**config.mk**
```make
export PLATFORM = sky130hd
export DESIGN_NAME = compact_isa_store_extend_ops
export DESIGN_NICKNAME = d
export VERILOG_FILES = /design/src/common/compact_isa_pkg.sv /design/src/rtl/compact_isa_store_extend_ops.sv
export VERILOG_INCLUDE_DIRS = /design/src /design/src/common
export SDC_FILE = /design/constraint.sdc
export NUM_CORES = 1
export LEC_CHECK = 0
export ABC_AREA = 0
export BUFFER_PORTS_ARGS = -buffer_cell sky130_fd_sc_hd__buf_2
export CAP_MARGIN = 20
export CORE_MARGIN = 1.5
export CORE_UTILIZATION = 39
export CTS_BUF_LIST = sky130_fd_sc_hd__clkbuf_4 sky130_fd_sc_hd__clkbuf_8
export CTS_CLUSTER_SIZE = 10
export DETAILED_ROUTE_END_ITERATION = 10
export MAX_ROUTING_LAYER = met4
export PLACE_DENSITY = 0.66
export REMOVE_ABC_BUFFERS = 1
export SYNTH_ARGS = -nofsm -noshare
export SYNTH_HDL_FRONTEND = slang
export SYNTH_SLANG_ARGS = --single-unit
```
**constraint.sdc**
```tcl
create_clock -name core_clk -period 12.2 [get_ports core_clk]
set_input_delay 2.44 -clock core_clk [delete_from_list [all_inputs] [get_ports core_clk]]
set_output_delay 2.44 -clock core_clk [all_outputs]
set_load 0.02 [all_outputs]
```
**src/common/compact_isa_defines.svh**
```systemverilog
// Constants for the compact instruction execute block
// What this block does
// - Short return-address store: address is stack pointer plus immediate times four, zero-extended.
// - Extended return-address store: address is stack pointer plus sign-extended 16-bit immediate.
// - Both store forms write the whole 32-bit return link register word.
// - Misaligned store address raises address error and suppresses the write.
// - Exclusive-OR of two registers is written back into the first register.
// - Byte zero-extend keeps bits 7..0, clears the rest, writes back.
// - Halfword zero-extend keeps bits 15..0, clears the rest, writes back.
// - Extend prefix on a non-extensible instruction raises reserved instruction.
// - Compact branch target adds the offset to the following instruction's address.
// - Taken exception saves the instruction-set mode bit in the saved return PC.
// - PC-relative loads count as data references for watch and breakpoint matching.
// - Barrier jump-register forms behave like the plain jump-register forms.
`ifndef COMPACT_ISA_DEFINES_SVH
`define COMPACT_ISA_DEFINES_SVH
`define MAJ_EXTEND        5'h1E
`define MAJ_EIGHT_BIT_IMM 5'h0C
`define MAJ_TWO_REG       5'h1D
`define FN_STORE_LINK     3'h2
`define FN_XOR            5'h0E
`define FN_CONVERT        5'h11
`define FN_JUMP_REG       5'h00
`define CVT_ZERO_BYTE     3'h0
`define CVT_ZERO_HALF     3'h1
`define FLD_MAJOR_HI      4'hF
`define FLD_MAJOR_LO      4'hB
`define FLD_RX_HI         4'hA
`define FLD_RX_LO         4'h8
`define FLD_SUB_HI        4'h7
`define FLD_SUB_LO        4'h5
`define FLD_FUNC_HI       4'h4
`define FLD_FUNC_LO       4'h0
`define REG_STACK_PTR     5'h1D
`define REG_RETURN_LINK   5'h1F
`define BRANCH_LEN_SHORT  32'h0000_0002
`define BRANCH_LEN_EXT    32'h0000_0004
`define RST_WORD          32'h0000_0000
`endif

```
**src/common/compact_isa_pkg.sv**
```systemverilog
// Types shared by the compact instruction execute block
package compact_isa_pkg;
  typedef enum logic [2:0] {
    ST_IDLE  = 3'b001,
    ST_EXEC  = 3'b010,
    ST_FAULT = 3'b100
  } exec_state_t;

  typedef enum logic [1:0] {
    EXC_NONE     = 2'h0,
    EXC_ADDR_ERR = 2'h1,
    EXC_RESV_INS = 2'h2
  } exc_code_t;

  // Instruction as handed over by the fetch/decode path
  typedef struct packed {
    logic        valid;
    logic        extended;      // Prefix halfword present
    logic [31:0] word;          // Prefix in 31:16, base in 15:0
    logic [31:0] pc;            // Address of first halfword
    logic        isa_mode;      // Compact mode bit
    logic        branch;        // Decoder says this is a branch
    logic [31:0] branch_off;    // Scaled, sign-extended offset
    logic        pc_rel_load;   // PC-relative load reference
    logic        jr_barrier;    // Barrier jump-register form
  } instr_t;

  // Register file read values
  typedef struct packed {
    logic [31:0] rx_val;
    logic [31:0] ry_val;
    logic [31:0] stk_ptr_val;
    logic [31:0] link_val;
  } reg_read_t;

  typedef struct packed {
    logic        valid;
    logic [31:0] addr;
    logic [31:0] data;
  } store_req_t;

  typedef struct packed {
    logic        valid;
    logic [4:0]  idx;
    logic [31:0] data;
  } reg_write_t;

  typedef struct packed {
    logic        valid;
    exc_code_t   code;
    logic [31:0] ret_pc;        // Bit 0 carries mode bit
    logic [31:0] bad_addr;
  } exc_t;
endpackage : compact_isa_pkg

```
**src/rtl/compact_isa_store_extend_ops.sv**
```systemverilog
// Execute stage for return-address stores, XOR and zero-extends
`timescale 1ns/10ps
`include "compact_isa_defines.svh"
module compact_isa_store_extend_ops
  import compact_isa_pkg::*;
(
  input  wire logic       core_clk,      // Core clock
  input  wire logic       sys_rst,       // Async reset, high
  input  wire instr_t     instr_in,      // Instruction from decode
  input  wire reg_read_t  regs_in,       // Register read values
  output logic            busy_ff,       // Unit executing
  output store_req_t      store_ff,      // Word store to memory
  output reg_write_t      wb_ff,         // Register write-back
  output exc_t            exc_ff,        // Exception report
  output logic [31:0]     branch_tgt_ff, // Compact branch target
  output logic            jump_reg_ff,   // Jump-register request
  output logic            data_ref_ff    // Data reference class
);

  exec_state_t state_ff;
  exec_state_t nxt_state;
  store_req_t  nxt_store;
  reg_write_t  nxt_wb;
  exc_t        nxt_exc;
  logic [31:0] nxt_branch_tgt;
  logic        nxt_jump_reg;
  logic        nxt_data_ref;
  logic        nxt_busy;

  // Decode fields
  logic [15:0] base_hw;
  logic [15:0] pfx_hw;
  logic [4:0]  major;
  logic [2:0]  rx_idx;
  logic [2:0]  sub3;
  logic [4:0]  func5;
  logic [15:0] ext_imm;
  logic [31:0] ea;
  logic        is_store_link;
  logic        is_xor;
  logic        is_zero_byte;
  logic        is_zero_half;
  logic        is_jr;

  // Fault and issue qualifiers
  logic        resv;
  logic        misalign;
  logic        fault;
  logic        accept;

  // Field extraction from prefix and base halfwords
  always_comb begin
    base_hw = instr_in.word[15:0];
    pfx_hw  = instr_in.word[31:16];
    major   = base_hw[`FLD_MAJOR_HI:`FLD_MAJOR_LO];
    rx_idx  = base_hw[`FLD_RX_HI:`FLD_RX_LO];
    sub3    = base_hw[`FLD_SUB_HI:`FLD_SUB_LO];
    func5   = base_hw[`FLD_FUNC_HI:`FLD_FUNC_LO];
    // Extended immediate is scattered across both halfwords
    ext_imm = {pfx_hw[4:0], pfx_hw[10:5], base_hw[4:0]};
  end

  // Instruction class decode
  always_comb begin
    is_store_link = (major == `MAJ_EIGHT_BIT_IMM) && (rx_idx == `FN_STORE_LINK);
    is_xor        = (major == `MAJ_TWO_REG) && (func5 == `FN_XOR);
    is_zero_byte  = (major == `MAJ_TWO_REG) && (func5 == `FN_CONVERT) && (sub3 == `CVT_ZERO_BYTE);
    is_zero_half  = (major == `MAJ_TWO_REG) && (func5 == `FN_CONVERT) && (sub3 == `CVT_ZERO_HALF);
    // Jump detection only looks at the major and function fields
    is_jr         = (major == `MAJ_TWO_REG) && (func5 == `FN_JUMP_REG);
  end

  // Effective address: short form scaled and zero-extended
  // Long form may reach below the stack pointer, so it is sign-extended
  always_comb begin
    if (instr_in.extended) begin
      ea = regs_in.stk_ptr_val + {{16{ext_imm[15]}}, ext_imm};
    end else begin
      ea = regs_in.stk_ptr_val + {22'h000000, base_hw[7:0], 2'h0};
    end
  end

  // Only the store and branch forms accept the prefix; for the store, bits 7:5 must be clear
  always_comb begin
    // Branches use the prefix to widen their offset
    resv     = instr_in.extended &&
               (!is_store_link || (sub3 != 3'h0)) && !instr_in.branch;
    misalign = is_store_link && (ea[1:0] != 2'h0);
    fault    = resv || misalign;
    accept   = instr_in.valid && !fault;
  end

  // Sequencer: one cycle per instruction
  always_comb begin
    nxt_state = ST_IDLE;
    nxt_busy  = 1'b0;
    if (instr_in.valid) begin
      nxt_busy  = 1'b1;
      // Fault state marks a cycle whose results were dropped
      nxt_state = fault ? ST_FAULT : ST_EXEC;
    end
  end

  // Sequencer registers
  always_ff @(posedge core_clk or posedge sys_rst) begin
    if (sys_rst) begin
      state_ff <= ST_IDLE;
      busy_ff  <= 1'b0;
    end else begin
      state_ff <= nxt_state;
      busy_ff  <= nxt_busy;
    end
  end

  // Word store of the return link value
  always_comb begin
    nxt_store = '0;
    // Any fault suppresses the write
    if (accept && is_store_link) begin
      nxt_store.valid = 1'b1;
      nxt_store.addr  = ea;
      nxt_store.data  = regs_in.link_val;
    end
  end

  // Store request register
  always_ff @(posedge core_clk or posedge sys_rst) begin
    if (sys_rst) begin
      store_ff <= '0;
    end else begin
      store_ff <= nxt_store;
    end
  end

  // Register write-back for XOR and the zero-extends
  // Index is the 3-bit register field widened to five bits
  always_comb begin
    nxt_wb = '0;
    if (accept && is_xor) begin
      nxt_wb.valid = 1'b1;
      nxt_wb.idx   = {2'h0, rx_idx};
      nxt_wb.data  = regs_in.rx_val ^ regs_in.ry_val;
    end
    if (accept && is_zero_byte) begin
      nxt_wb.valid = 1'b1;
      nxt_wb.idx   = {2'h0, rx_idx};
      nxt_wb.data  = {24'h000000, regs_in.rx_val[7:0]};
    end
    if (accept && is_zero_half) begin
      nxt_wb.valid = 1'b1;
      nxt_wb.idx   = {2'h0, rx_idx};
      nxt_wb.data  = {16'h0000, regs_in.rx_val[15:0]};
    end
  end

  // Write-back register
  always_ff @(posedge core_clk or posedge sys_rst) begin
    if (sys_rst) begin
      wb_ff <= '0;
    end else begin
      wb_ff <= nxt_wb;
    end
  end

  // Exception report; reserved outranks a misaligned address
  always_comb begin
    nxt_exc = '0;
    if (instr_in.valid && fault) begin
      nxt_exc.valid    = 1'b1;
      nxt_exc.code     = resv ? EXC_RESV_INS : EXC_ADDR_ERR;
      nxt_exc.ret_pc   = {instr_in.pc[31:1], instr_in.isa_mode};
      // Bad address only means something for the alignment fault
      nxt_exc.bad_addr = misalign ? ea : `RST_WORD;
    end
  end

  // Exception register
  always_ff @(posedge core_clk or posedge sys_rst) begin
    if (sys_rst) begin
      exc_ff <= '0;
    end else begin
      exc_ff <= nxt_exc;
    end
  end

  // Target counts from the following instruction, so add this one's length
  always_comb begin
    nxt_branch_tgt = branch_tgt_ff;
    if (accept && instr_in.branch) begin
      nxt_branch_tgt = instr_in.pc + instr_in.branch_off +
                       (instr_in.extended ? `BRANCH_LEN_EXT : `BRANCH_LEN_SHORT);
    end
  end

  // Target register holds until the next branch
  always_ff @(posedge core_clk or posedge sys_rst) begin
    if (sys_rst) begin
      branch_tgt_ff <= `RST_WORD;
    end else begin
      branch_tgt_ff <= nxt_branch_tgt;
    end
  end

  // Jump request and reference class
  always_comb begin
    // Barrier form takes the same path as the plain jump
    nxt_jump_reg = accept && (is_jr || instr_in.jr_barrier);
    // Data class stands even on a faulting cycle
    nxt_data_ref = instr_in.valid && instr_in.pc_rel_load;
  end

  // Jump and class registers
  always_ff @(posedge core_clk or posedge sys_rst) begin
    if (sys_rst) begin
      jump_reg_ff <= 1'b0;
      data_ref_ff <= 1'b0;
    end else begin
      jump_reg_ff <= nxt_jump_reg;
      data_ref_ff <= nxt_data_ref;
    end
  end

endmodule : compact_isa_store_extend_ops

```
# Yosys cells after proc, flatten, opt, wreduce, memory -nomap -nowiden
# Cells that the tools add are included.
# totals
in_bits	232
output_inout_bits	205
reg_bits	205
# op_classes
bitwise_logic	1
n_eq_ne	6
add_sub_neg	4
muxes	10
n_reduce_logical	28
# ops
operator	count
$mux W38	3
$mux W67	1
$mux W65	1
$add A32 B32 Y32	2
$mux W32	2
$add A32 B10 Y32	1
$add A32 B3 Y32	1
$xor A32 B32 Y32	1
$logic_and A1 B1 Y1	18
$eq A5 B4 Y1 const B	2
$eq A5 B5 Y1 const B	2
$logic_not A5 Y1	1
$eq A3 B1 Y1 const B	1
$eq A3 B2 Y1 const B	1
$logic_not A1 Y1	3
$logic_not A3 Y1	1
$logic_or A1 B1 Y1	3
$mux W3	1
$reduce_bool A3 Y1	1
$mux W2	1
$reduce_bool A2 Y1	1
$mux W1	1

# Longest topological paths before layout
# Gate-level depths: netlist (run 1).
# logic_depth
depth_word	13
ltp_mapped	16
depth_no_buf	14

# Worst setup path after synthesis (run 1)
# OpenSTA, ideal clock, no wires.
# synth_timing
path_kind	input port to flip-flop
start	input port instr_in[100] (netlist bit)
end	register branch_tgt_ff[25]
stages	16
t_arrival_ns	5.941
n_path_buf	2
setup_slack_ns	6.131
required_time_ns	12.071
setup_ns	0.129
path_cell_list	buf_1 > clkinv_1 > clkbuf_1 > fa_1 > ha_1 > fa_1 > a211oi_2 > o21ai_2 > o2111ai_2 > a21oi_2 > a311o_1 > a21boi_2 > o21ai_1 > a21oi_1 > xor2_1 > o21ai_1
# synth_via
elab_chain_cells	7
# synth_lines
item	line_no	rtl
from (decl)	compact_isa_store_extend_ops.sv:9	input wire instr_t instr_in,
parallel branches: the longest is 7 deep, another holds $add A32 B3 Y32	-	
to (signal assigned)	compact_isa_store_extend_ops.sv:198	branch_tgt_ff <= `RST_WORD;
to (signal assigned)	compact_isa_store_extend_ops.sv:200	branch_tgt_ff <= nxt_branch_tgt;
to (decl)	compact_isa_store_extend_ops.sv:15	output logic [31:0] branch_tgt_ff,
# Several ways; the timed one is not identified.
# A chain may end at the register's enable or synchronous reset.

# Worst setup path after layout (run 1)
# Same ends and word-level chain as after synthesis.

==> impl_metrics.tcl, run 1 <==
set metrics [dict create \
    status "completed" \
    grt_max_degree 139 \
    clockRootBuffer "clkbuf_8" \
    rows 62 \
    clock_skew_ps 0 \
    maxSlewHeadroom_pct 37.42 \
    final_area_um2 14730 \
    portBuffers 429 \
    drv_cap 0 \
    critPathRequiredTime_ps 12590 \
    syn2layout_area_growth_pct 28.66 \
    cp-start-kind "primary input" \
    drcViolationCount 0 \
    syn-instance-count 1192 \
    drt-total-wl_mm 36.37 \
    regArea_um2 5080 \
    drtIter0Drc 534 \
    multi_input_area_um2 6111 \
    initial_core_util_pct 39.79 \
    firstDrtPassIters 7 \
    utilization_pct 51.19 \
    cts_setup_buffers 0 \
    viasPerCell 5.038 \
    placed_cell_area_um2 13950 \
    synth_enable_flop_cells 0 \
    ctsHoldBuffers 0 \
    synth_area_per_cell_um2 9.607 \
    die_x_um 174.4 \
    grt_pass1_vias 10230 \
    antenna_found_initial 4 \
    clock-sinks 203 \
    syn-cell-area_um2 11450 \
    grt_first_pass_wirelength_mm 56.30 \
    crit_type "in2reg" \
    ios 437 \
    cts_resized 0 \
    place_congestion 0.9202 \
    rsz0062_at_grt "false" \
    numCtsBuffers 37 \
    cp-end-kind "flip-flop" \
    yosysUniqueCellTypes 69 \
    cts_tree "done" \
    layout-drive-gt1-share_pct 31.74 \
    synth_warnings 0 \
    slew_violations 0 \
    worstPathArrival_ps 6550 \
    vdd_ir_drop_max_mv 0.07400 \
    cp_max_fo 16 \
    die_h_um 174.4 \
    slowest_stage "fa_1" \
    core_um2 28780 \
    crit_family "compound AO/OA/AOI/OAI gates" \
    critPathBufInv 2 \
    layout_min_cycle_time_ps 6159 \
    p_per_area_nw_per_um2 122.7 \
    n_fill_cell 2725 \
    ys_ff_latch 203 \
    clockBufferDepth 3 \
    dp_slack_ps 5528 \
    cp_slowest_stage_delay_ps 680 \
    crit_chain "buf_2 -> clkinv_1 -> fa_1 -> ha_1 -> fa_1 -> a211oi_2 -> o21ai_2 -> o2111ai_2 -> a21oi_2 -> a311o_1 -> a21boi_2 -> o21ai_1 -> a21oi_1 -> xor2_1 -> o21ai_1" \
    hold_viol 0 \
    max_freq_ghz 0.1624 \
    cts.htree.levels 2 \
    ys_seq_area_share_pct 44.36 \
    wl_per_cell_um 17.84 \
    timing.final.crit_share_pct 50.48 \
    finalSetupTns_ps 0 \
    finalSetupViolCount 0 \
    clk_pin_slew_worst_paths_ps 60 \
    hpwlAfterDp_mm 28.51 \
    grt_usage_pct 24.40 \
    die_area_um2 30400 \
    overflow 0 \
    hold_path_class "reg2reg" \
    holdWs_ps 476.3 \
    tightest_slew_ps 938.8 \
    synth_ff_type "dfrtp_1" \
    fin_ws_ps 6041 \
    synthArstFlopShare_pct 100.0 \
    clk_latency_ps 500 \
    vias 10270 \
    final_antenna_net_count 0 \
    final_nets 1962 \
    leakage_nw 7.871 \
]
-- metrics by stage --
| step | instances | total power, mW |
|---|---|---|
| after floorplan | 1150 | 1.020 |
| after global placement | 1970 | 1.174 |
| after detailed placement | 1970 | 1.180 |
| after CTS | 2033 | 1.826 |
| after global routing | 2038 | 1.908 |
| final | 2039 | 1.807 |
-- registers in the layout (all words and copies together), names as in the netlist --
signal         flops
store_ff          65
branch_tgt_ff     32
exc_ff            67
data_ref_ff        1
jump_reg_ff        1
wb_ff             36
busy_ff            1
-- power breakdown --
part           switching (mW)  internal (mW)  total [mW]
registers              0.0160          0.706       0.722
logic                   0.273          0.176       0.449
clock network           0.286          0.351       0.637
total                   0.575           1.23        1.81
-- final timing paths --
| check | startpoint | endpoint | slack, ps | cells after the start |
|---|---|---|---|---|
| max | instr_in[100] | branch_tgt_ff[25] | 6040 | 15 |
| min | branch_tgt_ff[27] | branch_tgt_ff[27] | 480 | 2 |
| max reg2reg | branch_tgt_ff[28] | branch_tgt_ff[28] | 11250 | 2 |
| min reg2reg | branch_tgt_ff[27] | branch_tgt_ff[27] | 480 | 2 |
| max in group asynchronous | sys_rst | exc_ff[1] | 8600 | 3 |
| min in group asynchronous | sys_rst | exc_ff[50] | 2130 | 2 |
-- cell families (layout without fill, tap and decap cells) --
kind of cell | Yosys count | in the layout | share of synthesized area (%)
AOI/OAI and AO/OA | 287 | 287 | 15.50
xor gates and xnor gates | 93 | 93 | 7.113
adders and majority gates | 103 | 103 | 11.58
buffers and inverters | 65 | 521 | 2.371
DFF | 203 | 203 | 44.36
muxes | 12 | 12 | 1.104
other | 1 | 8 | 0.03275
and+or+nand+nor | 428 | 428 | 17.93
-- layout by cell type, fill, tap and decap left out, types with 18 or more instances in the layout --
cell type and n:
nor2b_1 20, xor2_1 35, a21oi_1 77, ha_1 98
and2_1 79, clkbuf_8 44, inv_1 18, buf_2 429
nand2_1 112, nor2_1 140, a21o_1 25, dfrtp_1 203
o21ai_0 106, xnor2_1 58
-- Yosys cell counts, types with 2 or more instances --
library cell  number  area share (%)
a211o_1            2            0.15
mux2_2             5            0.49
inv_1             19            0.62
nor3_1            12            0.52
nand2b_1           6            0.33
or4_1              2            0.13
a31oi_1            9            0.49
buf_1              6            0.20
o211ai_1           5            0.33
nor2_1           140             4.6
o31ai_1            5            0.33
clkbuf_1          25            0.82
o21bai_1           5            0.33
or3_1              7            0.38
o21ai_0          106             4.6
o2111ai_1          2            0.15
mux2i_1            7            0.61
ha_1              98              11
xnor2_1           58             4.4
nand2_1          112             3.7
o21ai_1            7            0.31
a21oi_1           77             3.4
and3_1             9            0.49
a21o_1            25             1.6
xor2_1            35             2.7
a32o_1             2            0.17
o21a_1             8            0.52
fa_1               5            0.87
nand3_1           15            0.66
nor2b_1           20             1.1
clkbuf_2           2           0.087
a211oi_1          12            0.79
dfrtp_1          203              44
a31oi_4            2            0.37
a221oi_2           2            0.26
and2_1            79             4.3
buf_2              8            0.35
buf_4              4            0.26
nor4_1             6            0.33
nand4_1           11            0.60
-- per-layer routing --
metal,track usage (%),vias up,wire [um]
met3,3.653,57,1908
li1,-,4999,-
met2,42.45,365,18310
met5,-,-,0
met1,29.36,4851,15240
met4,6.717,0,904
-- final cells by class --
class	count	area share (%)
flip-flops and latches	203	34.48
inverters	20	0.5605
well taps	384	3.261
diodes	4	0.06794
clock inverters	12	0.5180
clock buffers	51	4.467
repair buffers	438	15.17
multi-input cells	927	41.48
-- tightest hold or removal path, delay by kind of cell, from the launching register on --
kind             cells  cell delay (ps)
flip-flops           1              340
AO/OA/AOI/OAI        1               60
AND/OR/NAND/NOR      1               40
Power figures use the tool's default switching activity.
==> run 2, diff against run 1 <==
PLACE_DENSITY = 0.69   (was 0.66)
clock period = 5.4 ns   (was 12.2 ns; I/O delays follow)
==> impl_metrics.tcl, run 2 (synthesis gave the netlist of run 1 again) <==
set metrics [dict create \
    cp_slowest_stage_delay_ps 450 \
    n_fill_cell 2716 \
    portBuffers 429 \
    initial_core_util_pct 39.79 \
    cts_tree "done" \
    mostFrequentLayoutCells "buf_2 (429), dfrtp_1 (203), nor2_1 (140)" \
    wl_per_cell_um 18.15 \
    die_x_um 174.4 \
    stdcell_count 2048 \
    critPathRequiredTime_ps 5790 \
    cts_setup_buffers 0 \
    worstPathArrival_ps 4420 \
    final_common_cell "buf_2" \
    slowest_stage "fa_1" \
    crit_type "in2reg" \
    swShare_pct 31.07 \
    hold_path_class "reg2reg" \
    viasPerCell 5.070 \
    leakage_nw 7.971 \
    regArea_um2 5080 \
    p_int_mw 2.963 \
    holdPathStages 2 \
    grt_usage_pct 24.54 \
    grt_pass1_vias 10290 \
    drcViolationCount 0 \
    clock-sinks 203 \
    ios 437 \
    p_seq_share_pct 38.0 \
    finalSetupViolCount 0 \
    rsz0062_at_grt "false" \
    final_antenna_net_count 0 \
    p_per_area_nw_per_um2 288.5 \
    syn2layout_area_growth_pct 30.10 \
    rows 62 \
    cp_max_fo 4 \
    clk_pin_slew_worst_paths_ps 60 \
    core_um2 28780 \
    timing.final.crit_share_pct 74.54 \
    reg.largest.list "exc_ff: 67 flops, store_ff: 65 flops, wb_ff: 36 flops" \
    fin_ws_ps 1375 \
    clockBufferDepth 3 \
    maxSlewHeadroom_pct 40.88 \
    antenna_found_initial 5 \
    final_nets 1966 \
    tightest_slew_ps 886.8 \
    cts.htree.levels 2 \
    die_h_um 174.4 \
    ctsHoldBuffers 0 \
    drt-total-wl_mm 37.16 \
    hold_viol 0 \
    ff2ff_path_depth 2 \
    comb_power_share_pct 23.8 \
    numCtsBuffers 37 \
    power_mw 4.298 \
    cpMostUsedCell "fa_1" \
    drtIter0Drc 515 \
    overflow 0 \
    placed_cells 1974 \
    clockRootBuffer "clkbuf_8" \
    multi_input_area_um2 6111 \
    vias 10380 \
    drv_cap 0 \
    crit_chain "buf_2 -> clkinv_1 -> fa_1 -> ha_1 -> fa_1 -> a211oi_2 -> o21ai_2 -> o2111ai_2 -> a21oi_2 -> a311o_1 -> a21boi_2 -> nor2_1 -> a21oi_1 -> xor2_1 -> o21ai_0" \
    die_area_um2 30400 \
    dp_slack_ps 826.2 \
    layout_min_cycle_time_ps 4025 \
    grt_max_degree 128 \
    vdd_ir_drop_max_mv 0.2330 \
    largest_reg_flops 67 \
    cts_resized 0 \
    cp-end-kind "flip-flop" \
    clock_skew_ps 0 \
    largest_register "exc_ff" \
    place_congestion 0.9614 \
    layout-drive-gt1-share_pct 32.07 \
    clk_latency_ps 520 \
    status "completed" \
    clkPwrFrac_pct 38.3 \
    cp-start-kind "primary input" \
    hpwlAfterDp_mm 28.86 \
    slew_violations 0 \
    switching_power_mw 1.335 \
    max_freq_ghz 0.2484 \
    firstDrtPassIters 5 \
    grt_first_pass_wirelength_mm 56.38 \
]
## run 2: changes by cell type in the layout (fill, tap and decap cells not counted)
cell	before	now
clkinvlp_4	5	1
buf_4	7	10
bufinv_16	0	3
buf_16	0	2
clkbuf_4	7	9
buf_12	1	0
clkbuf_8	44	45
clkinv_2	6	7
clkinv_4	1	0
diode_2	4	5
inv_6	0	1
inv_8	1	2
## run 2: worst max-delay path, delay by kind of cell
kind / cells / cell delay (ps)
compound gates: 8 / 1590
fa+ha+maj: 3 / 1140
simple gates: 1 / 80
buf+inv: 2 / 350
xor+xnor: 1 / 150
## run 2: per-stage QoR
step | TNS, ps | area, um^2 | util (%) | hold WS [ps]
floorplan | -247470 | 11270 | - | 590.0
global route | 0 | 14900 | 51.77 | 499.4
global placement | 0 | 13980 | 48.56 | 459.0
finish | 0 | 14900 | 51.77 | 477.0
CTS | 0 | 14840 | 51.57 | 478.1
detailed placement | 0 | 14000 | 48.66 | 466.0
## run 2: layout make-up
| class | count | area share [%] |
|---|---|---|
| clock buffer | 54 | 4.611 |
| clock inverter | 13 | 1.025 |
| antenna | 5 | 0.08398 |
| timing repair buffer | 442 | 15.39 |
| multi-input combinational | 927 | 41.02 |
| tap | 384 | 3.225 |
| inverter | 20 | 0.5543 |
| sequential | 203 | 34.10 |
## run 2: metal layers
| layer | GRT usage [%] | vias up | wire (um) |
|---|---|---|---|
| li1 | - | 5024 | - |
| met2 | 41.92 | 364 | 18620 |
| met3 | 3.543 | 53 | 2107 |
| met1 | 29.87 | 4943 | 15550 |
| met4 | 7.759 | 0 | 884 |
| met5 | - | - | 0 |
## run 2: final timing paths
check / start / endpoint / slack, ps
max: instr_in[100] / branch_tgt_ff[29] / 1380
min: branch_tgt_ff[11] / branch_tgt_ff[11] / 480
max reg2reg: branch_tgt_ff[28] / branch_tgt_ff[28] / 4440
min reg2reg: branch_tgt_ff[11] / branch_tgt_ff[11] / 480
max in group asynchronous: sys_rst / wb_ff[12] / 3550
min in group asynchronous: sys_rst / exc_ff[32] / 730
## run 2: power groups by stage
stage	clock network [mW]	logic (mW)	registers, mW
after floorplan	0	0.556	1.75
after global placement	0	1.00	1.65
after detailed placement	0	1.02	1.66
after CTS	1.69	1.02	1.63
after global routing	1.76	1.12	1.64
final	1.64	1.02	1.63
